`config.mk`:
```
export PLATFORM = sky130hd
export DESIGN_NAME = sso_status_out
export DESIGN_NICKNAME = d
export VERILOG_FILES = /design/src/logic/sso_pkg.sv /design/src/logic/sso_status_out.sv /design/src/logic/sso_warn_latch.sv
export SDC_FILE = /design/constraint.sdc
export NUM_CORES = 1
export LEC_CHECK = 0
export ABC_AREA = 0
export BUFFER_PORTS_ARGS = -buffer_cell sky130_fd_sc_hd__buf_2
export CELL_PAD_IN_SITES_DETAIL_PLACEMENT = 1
export CELL_PAD_IN_SITES_GLOBAL_PLACEMENT = 1
export CORE_MARGIN = 4
export CORE_UTILIZATION = 42
export DETAILED_ROUTE_END_ITERATION = 8
export PLACE_DENSITY = 0.87
export SLEW_MARGIN = 20
export SYNTH_ARGS = -nofsm -noshare
export SYNTH_HDL_FRONTEND = slang
export SYNTH_SLANG_ARGS = --single-unit
```
`constraint.sdc`:
```
create_clock -name hclk -period 2.4 [get_ports hclk]
set_clock_uncertainty 0.1 [all_clocks]
set_input_delay 0.36 -clock hclk [delete_from_list [all_inputs] [get_ports hclk]]
set_output_delay 0.36 -clock hclk [all_outputs]
set_load 0.1 [all_outputs]
```
`src/logic/sso_pkg.sv`:
```
package sso_pkg;

  // Clock and warning hold timing
  localparam int unsigned CLK_PERIOD_NS = 8;
  localparam int unsigned HOLD_UNIT_NS  = 1_000_000_000;
  localparam int unsigned SEC_CYCLES    = HOLD_UNIT_NS / CLK_PERIOD_NS;
  localparam logic [3:0]  HOLD_MAX_S    = 4'hA;

  localparam int NWARN = 12;

  // Register byte offsets
  localparam logic [7:0] OFF_CHMAP    = 8'h00;
  localparam logic [7:0] OFF_WSEL     = 8'h04;
  localparam logic [7:0] OFF_WMASK    = 8'h08;
  localparam logic [7:0] OFF_WLATCH   = 8'h0C;
  localparam logic [7:0] OFF_FUNC     = 8'h10;
  localparam logic [7:0] OFF_WSTAT    = 8'h14;
  localparam logic [7:0] OFF_IRQ_STAT = 8'h18;
  localparam logic [7:0] OFF_IRQ_MASK = 8'h1C;

  // Field positions
  localparam int WSEL_FIRST_LSB  = 0;
  localparam int WSEL_SECOND_LSB = 8;
  localparam int IRQ_ALARM       = 0;
  localparam int IRQ_WARN        = 1;
  localparam int IRQ_READY_LOST  = 2;

  // Values after reset
  localparam logic [23:0] CHMAP_RST  = 24'h674123;
  localparam logic [4:0]  WSEL_RST   = 5'h00;
  localparam logic [15:0] WMASK_RST  = 16'h0000;
  localparam logic [3:0]  WLATCH_RST = 4'h1;

  typedef enum logic [3:0] {
    FN_NONE    = 4'h0,
    FN_ALARM   = 4'h1,
    FN_READY   = 4'h2,
    FN_BRAKE   = 4'h3,
    FN_INPOS   = 4'h4,
    FN_ARRIVAL = 4'h5,
    FN_TORQUE  = 4'h6,
    FN_ZERO    = 4'h7,
    FN_MATCH   = 4'h8,
    FN_INPOS2  = 4'h9,
    FN_WARNING_OUT_FIRST   = 4'hA,
    FN_WARNING_OUT_SECOND   = 4'hB
  } sso_func_code_t;

  typedef struct packed {
    logic        alarm;
    logic        ctrl_power;
    logic        main_power;
    logic        brake_release;
    logic        pos_done;
    logic        pos_done2;
    logic        speed_arrived;
    logic        torque_limited;
    logic        zero_speed;
    logic        speed_match;
    logic [11:0] warn;
  } sso_cond_t;

  // Mask bit per warning, warning 0 rightmost
  localparam logic [11:0][3:0] WARN_MASK_POS =
    {4'hE, 4'h7, 4'hA, 4'h8, 4'h2, 4'h9, 4'h3, 4'h4, 4'h6, 4'h0, 4'h5, 4'h7};
  // Battery and end-of-life warnings
  localparam logic [11:0] WARN_NO_LIMIT = 12'h084;
  localparam logic [4:0]  SEL_DETERIOR  = 5'h16;
  localparam logic [4:0]  SEL_MAINS_OFF = 5'h0E;
  localparam logic [4:0]  SEL_LAST_STD  = 5'h0A;

  function automatic logic [11:0] warn_unmasked(logic [11:0] raw, logic [15:0] mask);
    logic [11:0] r;
    r = '0;
    for (int i = 0; i < NWARN; i++) begin
      r[i] = raw[i] & ~mask[WARN_MASK_POS[i]];
    end
    return r;
  endfunction

  function automatic logic [11:0] sel_onehot(logic [4:0] code);
    logic [11:0] r;
    r = '0;
    if (code >= 5'h01 && code <= SEL_LAST_STD) begin
      r = 12'(12'h001 << (code - 5'h01));
    end else if (code == SEL_DETERIOR) begin
      r = 12'h400;
    end else if (code == SEL_MAINS_OFF) begin
      r = 12'h800;
    end
    return r;
  endfunction

  function automatic logic warn_pick(logic [11:0] held, logic [4:0] code);
    return (code == 5'h00) ? (|held) : (|(held & sel_onehot(code)));
  endfunction

endpackage

```
`src/logic/sso_status_out.sv`:
```
`timescale 1ns/1ps
module sso_status_out #(
  parameter int unsigned TICKS_PER_SEC = sso_pkg::SEC_CYCLES
) (
  input  wire logic              hclk,
  input  wire logic              hresetn,
  input  wire logic              hsel,
  input  wire logic [31:0]       haddr,
  input  wire logic [1:0]        htrans,
  input  wire logic              hwrite,
  input  wire logic [2:0]        hsize,
  input  wire logic [31:0]       hwdata,
  input  wire logic              hready,
  output logic                   hreadyout,
  output logic                   hresp,
  output logic      [31:0]       hrdata,
  input  wire sso_pkg::sso_cond_t cond_in,
  output logic                   servo_alarm_out,
  output logic                   servo_ready_out,
  output logic                   brake_release_out,
  output logic                   positioning_done_out,
  output logic                   positioning_done_second_out,
  output logic                   speed_arrival_out,
  output logic                   torque_limited_out,
  output logic                   zero_speed_out,
  output logic                   speed_match_out,
  output logic                   warning_out_first,
  output logic                   warning_out_second,
  output logic                   output_channel_one,
  output logic                   output_channel_two,
  output logic                   output_channel_three,
  output logic                   output_channel_four,
  output logic                   output_channel_five,
  output logic                   output_channel_six,
  output logic                   irq
);

  sso_pkg::sso_cond_t cond_m;
  sso_pkg::sso_cond_t cond_s;

  logic        wr_pend;
  logic [7:0]  addr_q;
  logic [23:0] chmap;
  logic [4:0]  wsel_first;
  logic [4:0]  wsel_second;
  logic [15:0] wmask;
  logic [3:0]  wlatch;
  logic [2:0]  irq_stat;
  logic [2:0]  irq_mask;
  logic [15:0] fn_q;
  logic [5:0]  ch_q;
  logic [11:0] held;
  logic [11:0] held_prev;
  logic [31:0] sec_cnt;

  logic        take;
  logic        hit_in_page;
  logic [31:0] rd_val;
  logic        wr_chmap;
  logic        wr_wsel;
  logic        wr_wmask;
  logic        wr_wlatch;
  logic        wr_wstat;
  logic        wr_istat;
  logic        wr_imask;
  logic [11:0] wstat_clr;
  logic [2:0]  irq_clr;
  logic [2:0]  irq_ev;
  logic [15:0] fn_now;
  logic [5:0]  ch_now;
  logic        sec_tick;
  logic        ready_now;

  // Condition inputs come from other clocked logic of the drive
  always_ff @(posedge hclk or negedge hresetn) begin
    if (!hresetn) begin
      cond_m <= '0;
      cond_s <= '0;
    end else begin
      cond_m <= cond_in;
      cond_s <= cond_m;
    end
  end

  // Bus slave: zero wait states, always OKAY
  assign hreadyout   = 1'b1;
  assign hresp       = 1'b0;
  assign take        = hsel && hready && htrans[1];
  assign hit_in_page = (haddr[31:8] == 24'h000000);

  assign rd_val =
    !hit_in_page                      ? 32'h00000000 :
    haddr[7:0] == sso_pkg::OFF_CHMAP    ? {8'h00, chmap} :
    haddr[7:0] == sso_pkg::OFF_WSEL     ? {19'h00000, wsel_second, 3'h0, wsel_first} :
    haddr[7:0] == sso_pkg::OFF_WMASK    ? {16'h0000, wmask} :
    haddr[7:0] == sso_pkg::OFF_WLATCH   ? {28'h0000000, wlatch} :
    haddr[7:0] == sso_pkg::OFF_FUNC     ? {16'h0000, fn_q} :
    haddr[7:0] == sso_pkg::OFF_WSTAT    ? {20'h00000, held} :
    haddr[7:0] == sso_pkg::OFF_IRQ_STAT ? {29'h00000000, irq_stat} :
    haddr[7:0] == sso_pkg::OFF_IRQ_MASK ? {29'h00000000, irq_mask} :
                                          32'h00000000;

  always_ff @(posedge hclk or negedge hresetn) begin
    if (!hresetn) begin
      wr_pend <= 1'b0;
      addr_q  <= 8'h00;
      hrdata  <= 32'h00000000;
    end else begin
      wr_pend <= take && hwrite && hit_in_page;
      if (take) begin
        addr_q <= haddr[7:0];
      end
      if (take && !hwrite) begin
        hrdata <= rd_val;
      end
    end
  end

  assign wr_chmap  = wr_pend && (addr_q == sso_pkg::OFF_CHMAP);
  assign wr_wsel   = wr_pend && (addr_q == sso_pkg::OFF_WSEL);
  assign wr_wmask  = wr_pend && (addr_q == sso_pkg::OFF_WMASK);
  assign wr_wlatch = wr_pend && (addr_q == sso_pkg::OFF_WLATCH);
  assign wr_wstat  = wr_pend && (addr_q == sso_pkg::OFF_WSTAT);
  assign wr_istat  = wr_pend && (addr_q == sso_pkg::OFF_IRQ_STAT);
  assign wr_imask  = wr_pend && (addr_q == sso_pkg::OFF_IRQ_MASK);
  assign wstat_clr = wr_wstat ? hwdata[11:0] : 12'h000;
  assign irq_clr   = wr_istat ? hwdata[2:0] : 3'h0;

  always_ff @(posedge hclk or negedge hresetn) begin
    if (!hresetn) begin
      chmap       <= sso_pkg::CHMAP_RST;
      wsel_first  <= sso_pkg::WSEL_RST;
      wsel_second <= sso_pkg::WSEL_RST;
      wmask       <= sso_pkg::WMASK_RST;
      wlatch      <= sso_pkg::WLATCH_RST;
      irq_mask    <= 3'h0;
    end else begin
      if (wr_chmap) begin
        chmap <= hwdata[23:0];
      end
      if (wr_wsel) begin
        wsel_first  <= hwdata[sso_pkg::WSEL_FIRST_LSB +: 5];
        wsel_second <= hwdata[sso_pkg::WSEL_SECOND_LSB +: 5];
      end
      if (wr_wmask) begin
        wmask <= hwdata[15:0];
      end
      if (wr_wlatch) begin
        wlatch <= hwdata[3:0];
      end
      if (wr_imask) begin
        irq_mask <= hwdata[2:0];
      end
    end
  end

  // One-second tick for warning hold
  assign sec_tick = (sec_cnt == 32'(TICKS_PER_SEC - 1));

  always_ff @(posedge hclk or negedge hresetn) begin
    if (!hresetn) begin
      sec_cnt <= 32'h00000000;
    end else begin
      sec_cnt <= sec_tick ? 32'h00000000 : sec_cnt + 32'h00000001;
    end
  end

  sso_warn_latch u_warn (
    .hclk     (hclk),
    .hresetn  (hresetn),
    .sec_tick (sec_tick),
    .raw      (cond_s.warn),
    .mask     (wmask),
    .hold_s   (wlatch),
    .clear    (wstat_clr),
    .held     (held)
  );

  // Function levels, active high means transistor on
  assign ready_now = cond_s.ctrl_power && cond_s.main_power && !cond_s.alarm;

  always_comb begin
    fn_now                      = 16'h0000;
    fn_now[sso_pkg::FN_ALARM]   = !cond_s.alarm;
    fn_now[sso_pkg::FN_READY]   = ready_now;
    fn_now[sso_pkg::FN_BRAKE]   = cond_s.brake_release;
    fn_now[sso_pkg::FN_INPOS]   = cond_s.pos_done;
    fn_now[sso_pkg::FN_INPOS2]  = cond_s.pos_done2;
    fn_now[sso_pkg::FN_ARRIVAL] = cond_s.speed_arrived;
    fn_now[sso_pkg::FN_TORQUE]  = cond_s.torque_limited;
    fn_now[sso_pkg::FN_ZERO]    = cond_s.zero_speed;
    fn_now[sso_pkg::FN_MATCH]   = cond_s.speed_match;
    fn_now[sso_pkg::FN_WARNING_OUT_FIRST]   = sso_pkg::warn_pick(held, wsel_first);
    fn_now[sso_pkg::FN_WARNING_OUT_SECOND]   = sso_pkg::warn_pick(held, wsel_second);
  end

  for (genvar c = 0; c < 6; c++) begin : g_chan
    assign ch_now[c] = fn_now[chmap[4*c +: 4]];
  end

  // Interrupt events
  assign irq_ev[sso_pkg::IRQ_ALARM]      = fn_q[sso_pkg::FN_ALARM] && cond_s.alarm;
  assign irq_ev[sso_pkg::IRQ_WARN]       = |(held & ~held_prev);
  assign irq_ev[sso_pkg::IRQ_READY_LOST] = fn_q[sso_pkg::FN_READY] && !ready_now;

  always_ff @(posedge hclk or negedge hresetn) begin
    if (!hresetn) begin
      fn_q      <= 16'h0000;
      ch_q      <= 6'h00;
      held_prev <= 12'h000;
      irq_stat  <= 3'h0;
    end else begin
      fn_q      <= fn_now;
      ch_q      <= ch_now;
      held_prev <= held;
      // Set wins over a simultaneous clear
      irq_stat  <= (irq_stat & ~irq_clr) | irq_ev;
    end
  end

  assign irq = |(irq_stat & irq_mask);

  assign servo_alarm_out             = fn_q[sso_pkg::FN_ALARM];
  assign servo_ready_out             = fn_q[sso_pkg::FN_READY];
  assign brake_release_out           = fn_q[sso_pkg::FN_BRAKE];
  assign positioning_done_out        = fn_q[sso_pkg::FN_INPOS];
  assign positioning_done_second_out = fn_q[sso_pkg::FN_INPOS2];
  assign speed_arrival_out           = fn_q[sso_pkg::FN_ARRIVAL];
  assign torque_limited_out          = fn_q[sso_pkg::FN_TORQUE];
  assign zero_speed_out              = fn_q[sso_pkg::FN_ZERO];
  assign speed_match_out             = fn_q[sso_pkg::FN_MATCH];
  assign warning_out_first           = fn_q[sso_pkg::FN_WARNING_OUT_FIRST];
  assign warning_out_second          = fn_q[sso_pkg::FN_WARNING_OUT_SECOND];
  assign output_channel_one          = ch_q[0];
  assign output_channel_two          = ch_q[1];
  assign output_channel_three        = ch_q[2];
  assign output_channel_four         = ch_q[3];
  assign output_channel_five         = ch_q[4];
  assign output_channel_six          = ch_q[5];
endmodule

```
`src/logic/sso_warn_latch.sv`:
```
`timescale 1ns/1ps
module sso_warn_latch (
  input  wire logic        hclk,
  input  wire logic        hresetn,
  input  wire logic        sec_tick,
  input  wire logic [11:0] raw,
  input  wire logic [15:0] mask,
  input  wire logic [3:0]  hold_s,
  input  wire logic [11:0] clear,
  output logic      [11:0] held
);

  logic [11:0] detect;
  logic [3:0]  hold_eff;

  assign detect   = sso_pkg::warn_unmasked(raw, mask);
  assign hold_eff = (hold_s > sso_pkg::HOLD_MAX_S) ? sso_pkg::HOLD_MAX_S : hold_s;

  for (genvar i = 0; i < sso_pkg::NWARN; i++) begin : g_warn
    logic [3:0] left;
    logic       timed;

    // Zero hold means no time limit
    assign timed = !sso_pkg::WARN_NO_LIMIT[i] && (hold_eff != 4'h0);

    always_ff @(posedge hclk or negedge hresetn) begin
      if (!hresetn) begin
        held[i] <= 1'b0;
        left    <= 4'h0;
      end else if (detect[i]) begin
        held[i] <= 1'b1;
        left    <= hold_eff;
      end else if (clear[i]) begin
        held[i] <= 1'b0;
      end else if (held[i] && timed && sec_tick) begin
        held[i] <= (left > 4'h1);
        left    <= left - 4'h1;
      end
    end
  end

endmodule

```
# Word level (Yosys, flattened, before mapping)
# Cells that the tools add are included.
# totals
register_bits	258
inputBits	96
output_inout_bits	52
word_cells	334
# classes
n_bitwise	31
addsub	13
eq_ne	28
order_cmp	21
n_shift	2
mux	97
reduce_logical	84
# ops
op	n
$mux W4	31
$mux W12	10
$eq A8 B5 Y1 const B	7
$mux W24	2
$reduce_or A12 Y1	4
$mux W1	42
$gt A4 B1 Y1 const B	10
$sub A4 B1 Y4 const B	10
$logic_and A1 B1 Y1	38
$and A12 B12 Y12	3
$add A32 B1 Y32 const B	1
$eq A32 B27 Y1 const B	1
$eq A8 B4 Y1 const B	4
$mux W16	2
$mux W32	1
$lt A4 B5 Y1 const B	6
$reduce_bool A3 Y1	10
$bmux W1 S4	6
$logic_not A24 Y1	1
$reduce_bool A2 Y1	12
$shl A1 B5 Y12 const A	2
$ne A2 B2 Y1 const B	10
$reduce_and A2 Y1	10
$eq A8 B3 Y1 const B	2
other kinds (18)	51

# Logic depth before layout (Yosys ltp)
# Gate-level depths: netlist (run 1).
# logic_depth
depth_word	10
ltp_mapped	8
depth_no_buf	6

# Hierarchy
# From an unflattened synthesis (run 1), not the netlist that was laid out.
# hier_totals
cells_unflattened	1150
area_unflattened_um2	12223.0
# by_module_without_submodules
module	n_inst	cells_per_inst	seq_area_each_um2	area_per_inst_um2
sso_status_out	1	794	4968.5	9027.4
sso_warn_latch	1	356	1301.2	3195.6

# Worst setup path after synthesis (run 1)
# OpenSTA, ideal clock, no wires.
# synth_path
path_kind	register -> register
start	register sec_cnt[23]
end	register u_warn.g_warn[1].left[3]
path_buffers	1
setup_slack_ns	-0.034
setup_ns	0.131
period_less_slack_ns	2.434
path_stages_with_launch	7
arrival_ns	2.203
t_required_ns	2.169
path_cell_list	dfrtp_1 or4_4 nor4_4 buf_8 nand4_4 and3_1 or3_1
# synth_between
elab_chain_cells	4
# synth_lines
item	line	rtl
start, declared	sso_status_out.sv:54	logic [31:0] sec_cnt;
start signal, assigned	sso_status_out.sv:164	sec_cnt <= sec_tick ? 32'h00000000 : sec_cnt + 32'h00000001;
$eq A32 B27 Y1	sso_status_out.sv:158	assign sec_tick = (sec_cnt == 32'(TICKS_PER_SEC - 1));
$logic_and A1 B1 Y1	sso_warn_latch.sv:35	end else if (held[i] && timed && sec_tick) begin
$reduce_bool A2 Y1 (no source line)	--	
$reduce_and A2 Y1 (no source line)	--	
end signal, assigned	sso_warn_latch.sv:32	left <= hold_eff;
end signal, assigned	sso_warn_latch.sv:37	left <= left - 4'h1;
end, declared	sso_warn_latch.sv:20	logic [3:0] left;
# No other way between the ends.
# A chain may end at the register's enable or synchronous reset.

# Final worst setup path (run 1)
# layout_path
start	register sec_cnt[19]
end	register u_warn.g_warn[1].left[3]
# Same word-level chain as after synthesis.

==> results.md, run 1 <==
- Status: complete, but fails checks
- Failing checks: setup timing
- Post-route clock period utilization: 104%
- CP Capture Type: flop
- Vias in the first global route: 12,500
- Synth top area share: 47.1%
- Mean Syn Cell Area: 10.4 sq um
- Avg WL per Cell: 25.8 um
- Rows: between 60 and 70
- Layout cells sized above 1: 28.4%
- Switching Share: roughly a quarter
- Critical path buffer and inverter count: 3
- First-pass GRT wire length: between 70 and 80 mm
- Synthesis-to-finish area growth: 24.8%
- Final HPWL DP: 30.9 mm
- RSZ-0062 raised after global routing: true
- Fmax achieved: 0.401 GHz
- Starting density of the core: a little over two fifths
- Grt total ovfl: 0
- Gpl congestion: 0.916
- CTS tree: done
- WP data arrival: 2.87 ns
- Initial antenna violation count: 2
- Number of max-slew violations in the final report: 0
- Worst Tran Pin Value: 0.764 ns
- DR vias: between 10,000 and 15,000
- CTS sink cnt: 250
- Hold depth: 2
- #FFs+latches synth: 250
- Net switching power figure: between 2 and 2.5 mW
- Die X-Extent: 182 um
- Root Driver: clkbuf_16
- Number of port buffers: 125
- CP most frequent cell: buf_4
- CP cell instances: or4_4 -> nor4_4 -> buf_4 -> buf_12 -> nand4_4 -> buf_4 -> nor4_1 -> or3_1
- Hold Path End: wr_pend
- Final setup TNS: -0.815 ns
- Hold Fails Final Rpt: 0
- Worst path max stage delay: 0.56 ns
- Slew headroom: 49.1%
- Worst R2R Path Depth: 8
- Router iterations before antenna repair: 7
- Area contributors post-synth: dfrtp_1 47%, mux2_2 7.1%, nand2_1 3.8%
- Cells after DPL: ~1,800
- Core area: 0.0297 sq mm
- Leak: ~7.3 nW
- Crit Reg-Reg Endpoint: u_warn.g_warn[1].left[3]
- Die area: 0.0331 sq mm
- Hold Crit Start: hwrite
- H-Tree Depth: 1
- Clk pwr share: 48.2%
- Largest area contributor in the netlist: dfrtp_1
- Clock buffer depth: 3
- PnR Total Power: between 9 and 10 mW
- Share of power burned in registers: 45.0%
- Max rail drop VDD: 0.000542 V
- Final wirelength: 47.8 mm
- Async SR Flop Fraction: 100%
- Most frequent cell after synthesis: dfrtp_1
- Max-Cap Viols: 0
- Commonest cells in the netlist: 239 x dfrtp_1, 128 x nand2_1, 80 x mux2_2
- Reg-to-reg startpoint: sec_cnt[19]
- Internal power: 7.32 mW
- CP Max Fanout: 6
- Largest net degree at the start of global routing: 61
- CTS clock-pin slew for the worst setup and hold paths: 0.06 ns
- Sequential fraction of the synthesis area: 49.4%
- I/O pin total: 148
- Primary FF master, synth: dfrtp_1
- Overall Global Routing Usage: 27.8%
- Fin nets: about 1,600
- Antenna viol nets, final: 0
- Combinational share of power: ~6.8%
- Finished Core Util: between 50 and 60%
- DRC violations left: 0
- Top delay family on crit path: simple AND/OR/NAND/NOR gates
- First DRT Iteration DRCs: around 1,100
- Die Span Y: 182 um
- Hold Path Class: input pin to flop
- Synth Cell Area: between 0.01 and 0.015 sq mm
- Synth cell types: 75
- Post-synth EDFFs: 0
- Reg2Reg Setup Slack: -0.09 ns
- Finish-stage setup viols: 37
- Critical-path top delay cell: or4_4
- Crit path kind: flop to flop
- Synthesis Warnings: 0
- Crit path required time: 2.78 ns
- Fin worst setup slack: -0.0939 ns
- Final non-filler cell total: between 1,500 and 2,000
- Nature of the critical path startpoint: flop
- Min cycle time layout: 2.49 ns
- Synthesized instance count: 1,221
- Clk Latency, worst-skew pair: 0.55 ns
- CTS buffer count: 29
- Power per standard cell area: just over 600 mW/mm^2
- Routed vias/inst: between 6 and 7
registers in the layout, summed over array words and instances, names as in the netlist, 16 cells and up:
signal              cells
chmap                  24
cond_m                 22
cond_s                 22
hrdata                 24
sec_cnt                32
u_warn.g_warn.left     40
wmask                  16
worst max-delay path by stage:
stage,depth (start not counted),startpoint,end
6_report,8,sec_cnt[19],u_warn.g_warn[1].left[3]
5_1_grt,8,sec_cnt[19],u_warn.held[1]
4_1_cts,6,sec_cnt[28],u_warn.g_warn[5].left[3]
3_5_place_dp,6,sec_cnt[28],u_warn.g_warn[1].left[3]
3_3_place_gp,6,sec_cnt[28],u_warn.g_warn[3].left[3]
2_1_floorplan,6,sec_cnt[28],u_warn.g_warn[1].left[3]
through the flow:
stage / instance area [sq um] / hold slack, ns / worst slack [ns]
after floorplan: 12700 / -0.0356 / 0.0219
after global placement: 14300 / 0.216 / 0.0604
after CTS: 15600 / 0.00855 / -0.0173
final: 15900 / 0.0141 / -0.0939
after global routing: 15900 / 0.0269 / -0.174
after detailed placement: 14300 / 0.219 / -0.0252
cell type report:
type / instances / area [sq um]
clock buffers: 45 / 846
diodes: 1 / 2.50
repair buffers: 249 / 1850
clock inverters: 8 / 143
multi-input cells: 848 / 6030
inverters: 59 / 221
flip-flops and latches: 250 / 6270
well taps: 390 / 488
fillers: 3224 / 13900
power groups by stage:
stage / Combinational [mW] / Clock (mW) / Sequential, mW
after floorplan: 0.258 / 0 / 4.50
after global placement: 0.575 / 0 / 4.45
after detailed placement: 0.600 / 0 / 4.46
after CTS: 0.650 / 4.69 / 4.38
after global routing: 0.701 / 4.93 / 4.39
final: 0.663 / 4.70 / 4.39
layout by cell type, fill, tap and decap left out, types with 17 or more instances in the layout:
cell type	netlist	final
or3_1	42	40
nand4_1	24	24
buf_4	15	68
buf_2	6	124
nor4_1	26	17
inv_1	59	59
nor3_1	24	22
nand2_1	128	128
ha_1	21	21
clkbuf_16	0	30
o21ai_0	55	51
nor2b_1	18	18
a21oi_1	23	23
dlygate4sd3_1	0	35
dfrtp_1	239	238
nand3_1	58	58
nor2_1	59	57
mux2_2	80	80
o211ai_1	21	21
cell families after synthesis:
kind of cell | synth area share [%]
other | 0.0591
flip-flops | 49.4
multiplexers | 9.10
adder cells (fa/ha/maj) | 2.07
buffers and inverters | 4.78
AO/OA/AOI/OAI | 11.9
AND/OR/NAND/NOR | 20.8
XOR/XNOR | 1.93
per-layer routing:
layer | global-route usage [%] | routed length, um | part of all wire [%] | vias up
met4 | 12.4 | 2350 | 4.9 | 0
li1 | - | - | - | 4899
met5 | 0 | 0 | 0 | -
met3 | 5.37 | 3750 | 7.8 | 183
met2 | 47.3 | 23500 | 49 | 642
met1 | 34.3 | 18200 | 38 | 5946
repair_timing:
| item | CTS | global route |
|---|---|---|
| setup buffers | 1 | 6 |
| pin swaps | 0 | 22 |
| gates cloned | 0 | 1 |
| hold endpoints to repair | 84 | 0 |
| hold buffers | 35 | 0 |
| setup endpoints to repair | 6 | 46 |
| gates resized for setup | 3 | 39 |
Power figures use the tool's default switching activity.
==> inputs of run 2 (changes only) <==
--- a/config.mk
+++ b/config.mk
@@ -9,6 +9,7 @@
 export BUFFER_PORTS_ARGS = -buffer_cell sky130_fd_sc_hd__buf_2
 export CELL_PAD_IN_SITES_DETAIL_PLACEMENT = 1
 export CELL_PAD_IN_SITES_GLOBAL_PLACEMENT = 1
+export CORE_ASPECT_RATIO = 0.6
 export CORE_MARGIN = 4
 export CORE_UTILIZATION = 42
 export DETAILED_ROUTE_END_ITERATION = 8
==> run 2 against run 1 <==
Against the previous run: the run still ends with setup timing left; sequential share of layout area decreased by 0.44 points; worst setup slack got worse by 0.029 ns; core utilization increased by 0.35 points; via count increased by 1.9%; final cell count increased by 2.1%; sequential power about the same; wire length increased by 4.5%; count of clock-buffer cells in the layout decreased by 10; largest power group is now sequential cells; critical path depth unchanged; combinational power increased by 5.4%; non-clock buffer count increased by 27.
==> results.md, run 2 (synthesis results as in run 1) <==
- Rows: 49 (-22%)
- Post-route clock period utilization: 105% (+1.2 points)
- Grt total ovfl: 0 (unchanged)
- Critical path buffer and inverter count: 3 (unchanged)
- CTS tree: done
- Combinational share of power: 7.5% (+0.7 points)
- Internal power: 6.88 mW (-6.0%)
- Die X-Extent: 233 um (+28%)
- Avg WL per Cell: 26.5 um (+2.4%)
- Pre-CTS setup slack: -0.202 ns (-0.177 ns)
- Overall Global Routing Usage: 29.2% (+1.4 points)
- Fin worst setup slack: -0.123 ns (-0.0292 ns)
- Status: complete, but fails checks
- Biggest regs: u_warn.g_warn.left x40, sec_cnt x32
- Reg-to-reg startpoint: sec_cnt[9]
- Routed vias/inst: 6.30 (-0.11%)
- Hold Crit Start: hwdata[12]
- Worst path max stage delay: 0.58 ns (+0.02 ns)
- Min cycle time layout: 2.52 ns (+0.0292 ns)
- CTS sink cnt: 250 (unchanged)
- Top delay family on crit path: simple AND/OR/NAND/NOR gates
- Nature of the critical path startpoint: flop
- CP Capture Type: flop
- WP data arrival: 2.87 ns (about the same)
- CP startpoint: sec_cnt[9]
- Die Span Y: 143 um (-22%)
- Crit path kind: flop to flop
- RSZ-0062 raised after global routing: true
- Root Driver: clkbuf_16
- Crit path required time: 2.75 ns (-0.03 ns)
- Critical-path top delay cell: or4b_4
- Hold Fails Final Rpt: 0 (unchanged)
- Number of port buffers: 125 (unchanged)
- I/O pin total: 148 (unchanged)
- Hold depth: 2 (unchanged)
- Reg2Reg Setup Slack: -0.12 ns (-0.03 ns)
- CTS buffer count: 25 (-14%)
- Failing checks: setup timing
- Core area: 0.0299 sq mm (+0.47%)
- Vias in the first global route: 12,700 (+1.9%)
- Layout cells sized above 1: 30.2% (+1.8 points)
- Clk Latency, worst-skew pair: 0.56 ns (about the same)
- Fillers: 3,252 (+0.87%)
- Biggest register: u_warn.g_warn.left
- DRC violations left: 0 (unchanged)
- H-Tree Depth: 1 (unchanged)
- CP cell instances: or4b_4 -> nor4_4 -> buf_6 -> buf_6 -> nand4_4 -> buf_6 -> or3_1 -> o211ai_1
- Share of power burned in registers: 47.2% (+2.2 points)
- Clk pwr share: 45.3% (-2.9 points)
- Final HPWL DP: 33.3 mm (+8.0%)
- Crit Reg-Reg Endpoint: u_warn.g_warn[8].left[0]
- Final wirelength: 50.0 mm (+4.5%)
- Commonest cells after routing, fill and taps aside: 238 x dfrtp_1, 127 x nand2_1, 124 x buf_2
- CTS clock-pin slew for the worst setup and hold paths: 0.06 ns (about the same)
- Leak: 7.42 nW (+1.4%)
- Synthesis-to-finish area growth: 26.2%
- Initial antenna violation count: 3 (+1)
- Fin nets: 1,577 (+1.5%)
- Clock buffer depth: 3 (unchanged)
- Slew headroom: 53.0% (+3.9 points)
- Fmax achieved: 0.396 GHz (-1.2%)
- Finish-stage setup viols: 48 (+30%)
- Worst R2R Path Depth: 8 (unchanged)
- CP most frequent cell: buf_6
- Design area: 0.0160 sq mm (+1.1%)
- DR vias: 11,900 (+1.9%)
- First DRT Iteration DRCs: 1,308 (+15%)
- Hold Path End: wmask[12]
- Largest net degree at the start of global routing: 61 (unchanged)
- Net switching power figure: 2.43 mW (about the same)
- Switching Share: 26.1% (+1.2 points)
- Router iterations before antenna repair: 6 (-1)
- Hold Path Class: input pin to flop
- Final setup TNS: -2.66 ns (-1.84 ns)
- First-pass GRT wire length: 75.2 mm (+2.3%)
- Placed Area: 0.0144 sq mm (+0.82%)
- Power per standard cell area: 581 mW/mm^2 (-5.6%)
- Max rail drop VDD: 0.000535 V (-1.3%)
- Gpl congestion: 0.919 (+0.35%)
- Worst Tran Pin Value: 0.700 ns (-0.0642 ns)
- CP Max Fanout: 6 (unchanged)
- Largest register FFs: 40 (unchanged)
- Commonest non-fill, non-tap cell in the layout: dfrtp_1
- Starting density of the core: 42.6% (-0.20 points)
- Number of max-slew violations in the final report: 0 (unchanged)
- Max-Cap Viols: 0 (unchanged)
- Antenna viol nets, final: 0 (unchanged)
- Die area: 0.0332 sq mm (+0.27%)
- PnR Total Power: 9.31 mW (-4.5%)
==> run 2: power groups by stage <==
stage | Clock [mW] | Combinational, mW | Sequential [mW]
finish | 4.21 | 0.699 | 4.40
floorplan | 0 | 0.258 | 4.50
detailed placement | 0 | 0.616 | 4.46
global placement | 0 | 0.587 | 4.45
global route | 4.42 | 0.731 | 4.40
CTS | 4.23 | 0.671 | 4.38
==> run 2: how the worst max path moves through the flow <==
stage	to	slack [ns]	cells after the start
after floorplan	u_warn.g_warn[1].left[3]	0.02	6
after global placement	hrdata[8]	-0.1	8
after detailed placement	hrdata[8]	-0.20	8
after CTS	u_warn.g_warn[8].left[1]	-0.08	9
after global routing	u_warn.g_warn[0].left[0]	-0.19	8
final	u_warn.g_warn[8].left[0]	-0.12	8
==> run 2: worst reg2reg max path, stage by stage (launching register included) <==
cell and delay [ns]:
dfrtp_1 0.38, or4b_4 0.58, nor4_4 0.33, buf_6 0.21
buf_6 0.12, nand4_4 0.10, buf_6 0.15, or3_1 0.36
o211ai_1 0.09
==> run 2: what timing repair did <==
action / in CTS / in global routing
pin swaps: 21 / 18
setup buffers: 7 / 10
hold buffers: 36 / 0
cloned: 1 / 1
endpoints found under the hold margin: 90 / 0
resized for setup: 24 / 44
setup endpoints to repair: 26 / 63
==> run 2: layout make-up <==
type                       instances  area (sq um)  share of cell area, %
sequential                       250          6270                   39.1
multi-input combinational        848          6100                   38.1
timing repair buffer             276          2060                   12.9
clock buffer                      35           743                   4.64
tap                              408           510                   3.18
inverter                          59           221                   1.38
clock inverter                    11           121                  0.757
antenna                            1          2.50                 0.0156
==> run 2: per-stage QoR <==
step / cells / hold slack, ns / util, %
2_1_floorplan: 1229 / -0.0356 / -
3_5_place_dp: 1787 / 0.236 / 48.2
5_1_grt: 1888 / 0.0353 / 53.7
4_1_cts: 1877 / 0.0191 / 52.9
3_3_place_gp: 1787 / 0.233 / 48.2
6_report: 1888 / 0.0346 / 53.7
==> run 2: routing by layer <==
| metal | share of wire [%] | global-route usage (%) | wire (um) | vias to the layer above |
|---|---|---|---|---|
| met5 | 0 | 0 | 0 | - |
| met4 | 3.6 | 10.2 | 1800 | 0 |
| met3 | 11 | 7.64 | 5320 | 171 |
| met2 | 45 | 44.9 | 22500 | 758 |
| met1 | 41 | 40.4 | 20300 | 6041 |
| li1 | - | - | - | 4927 |
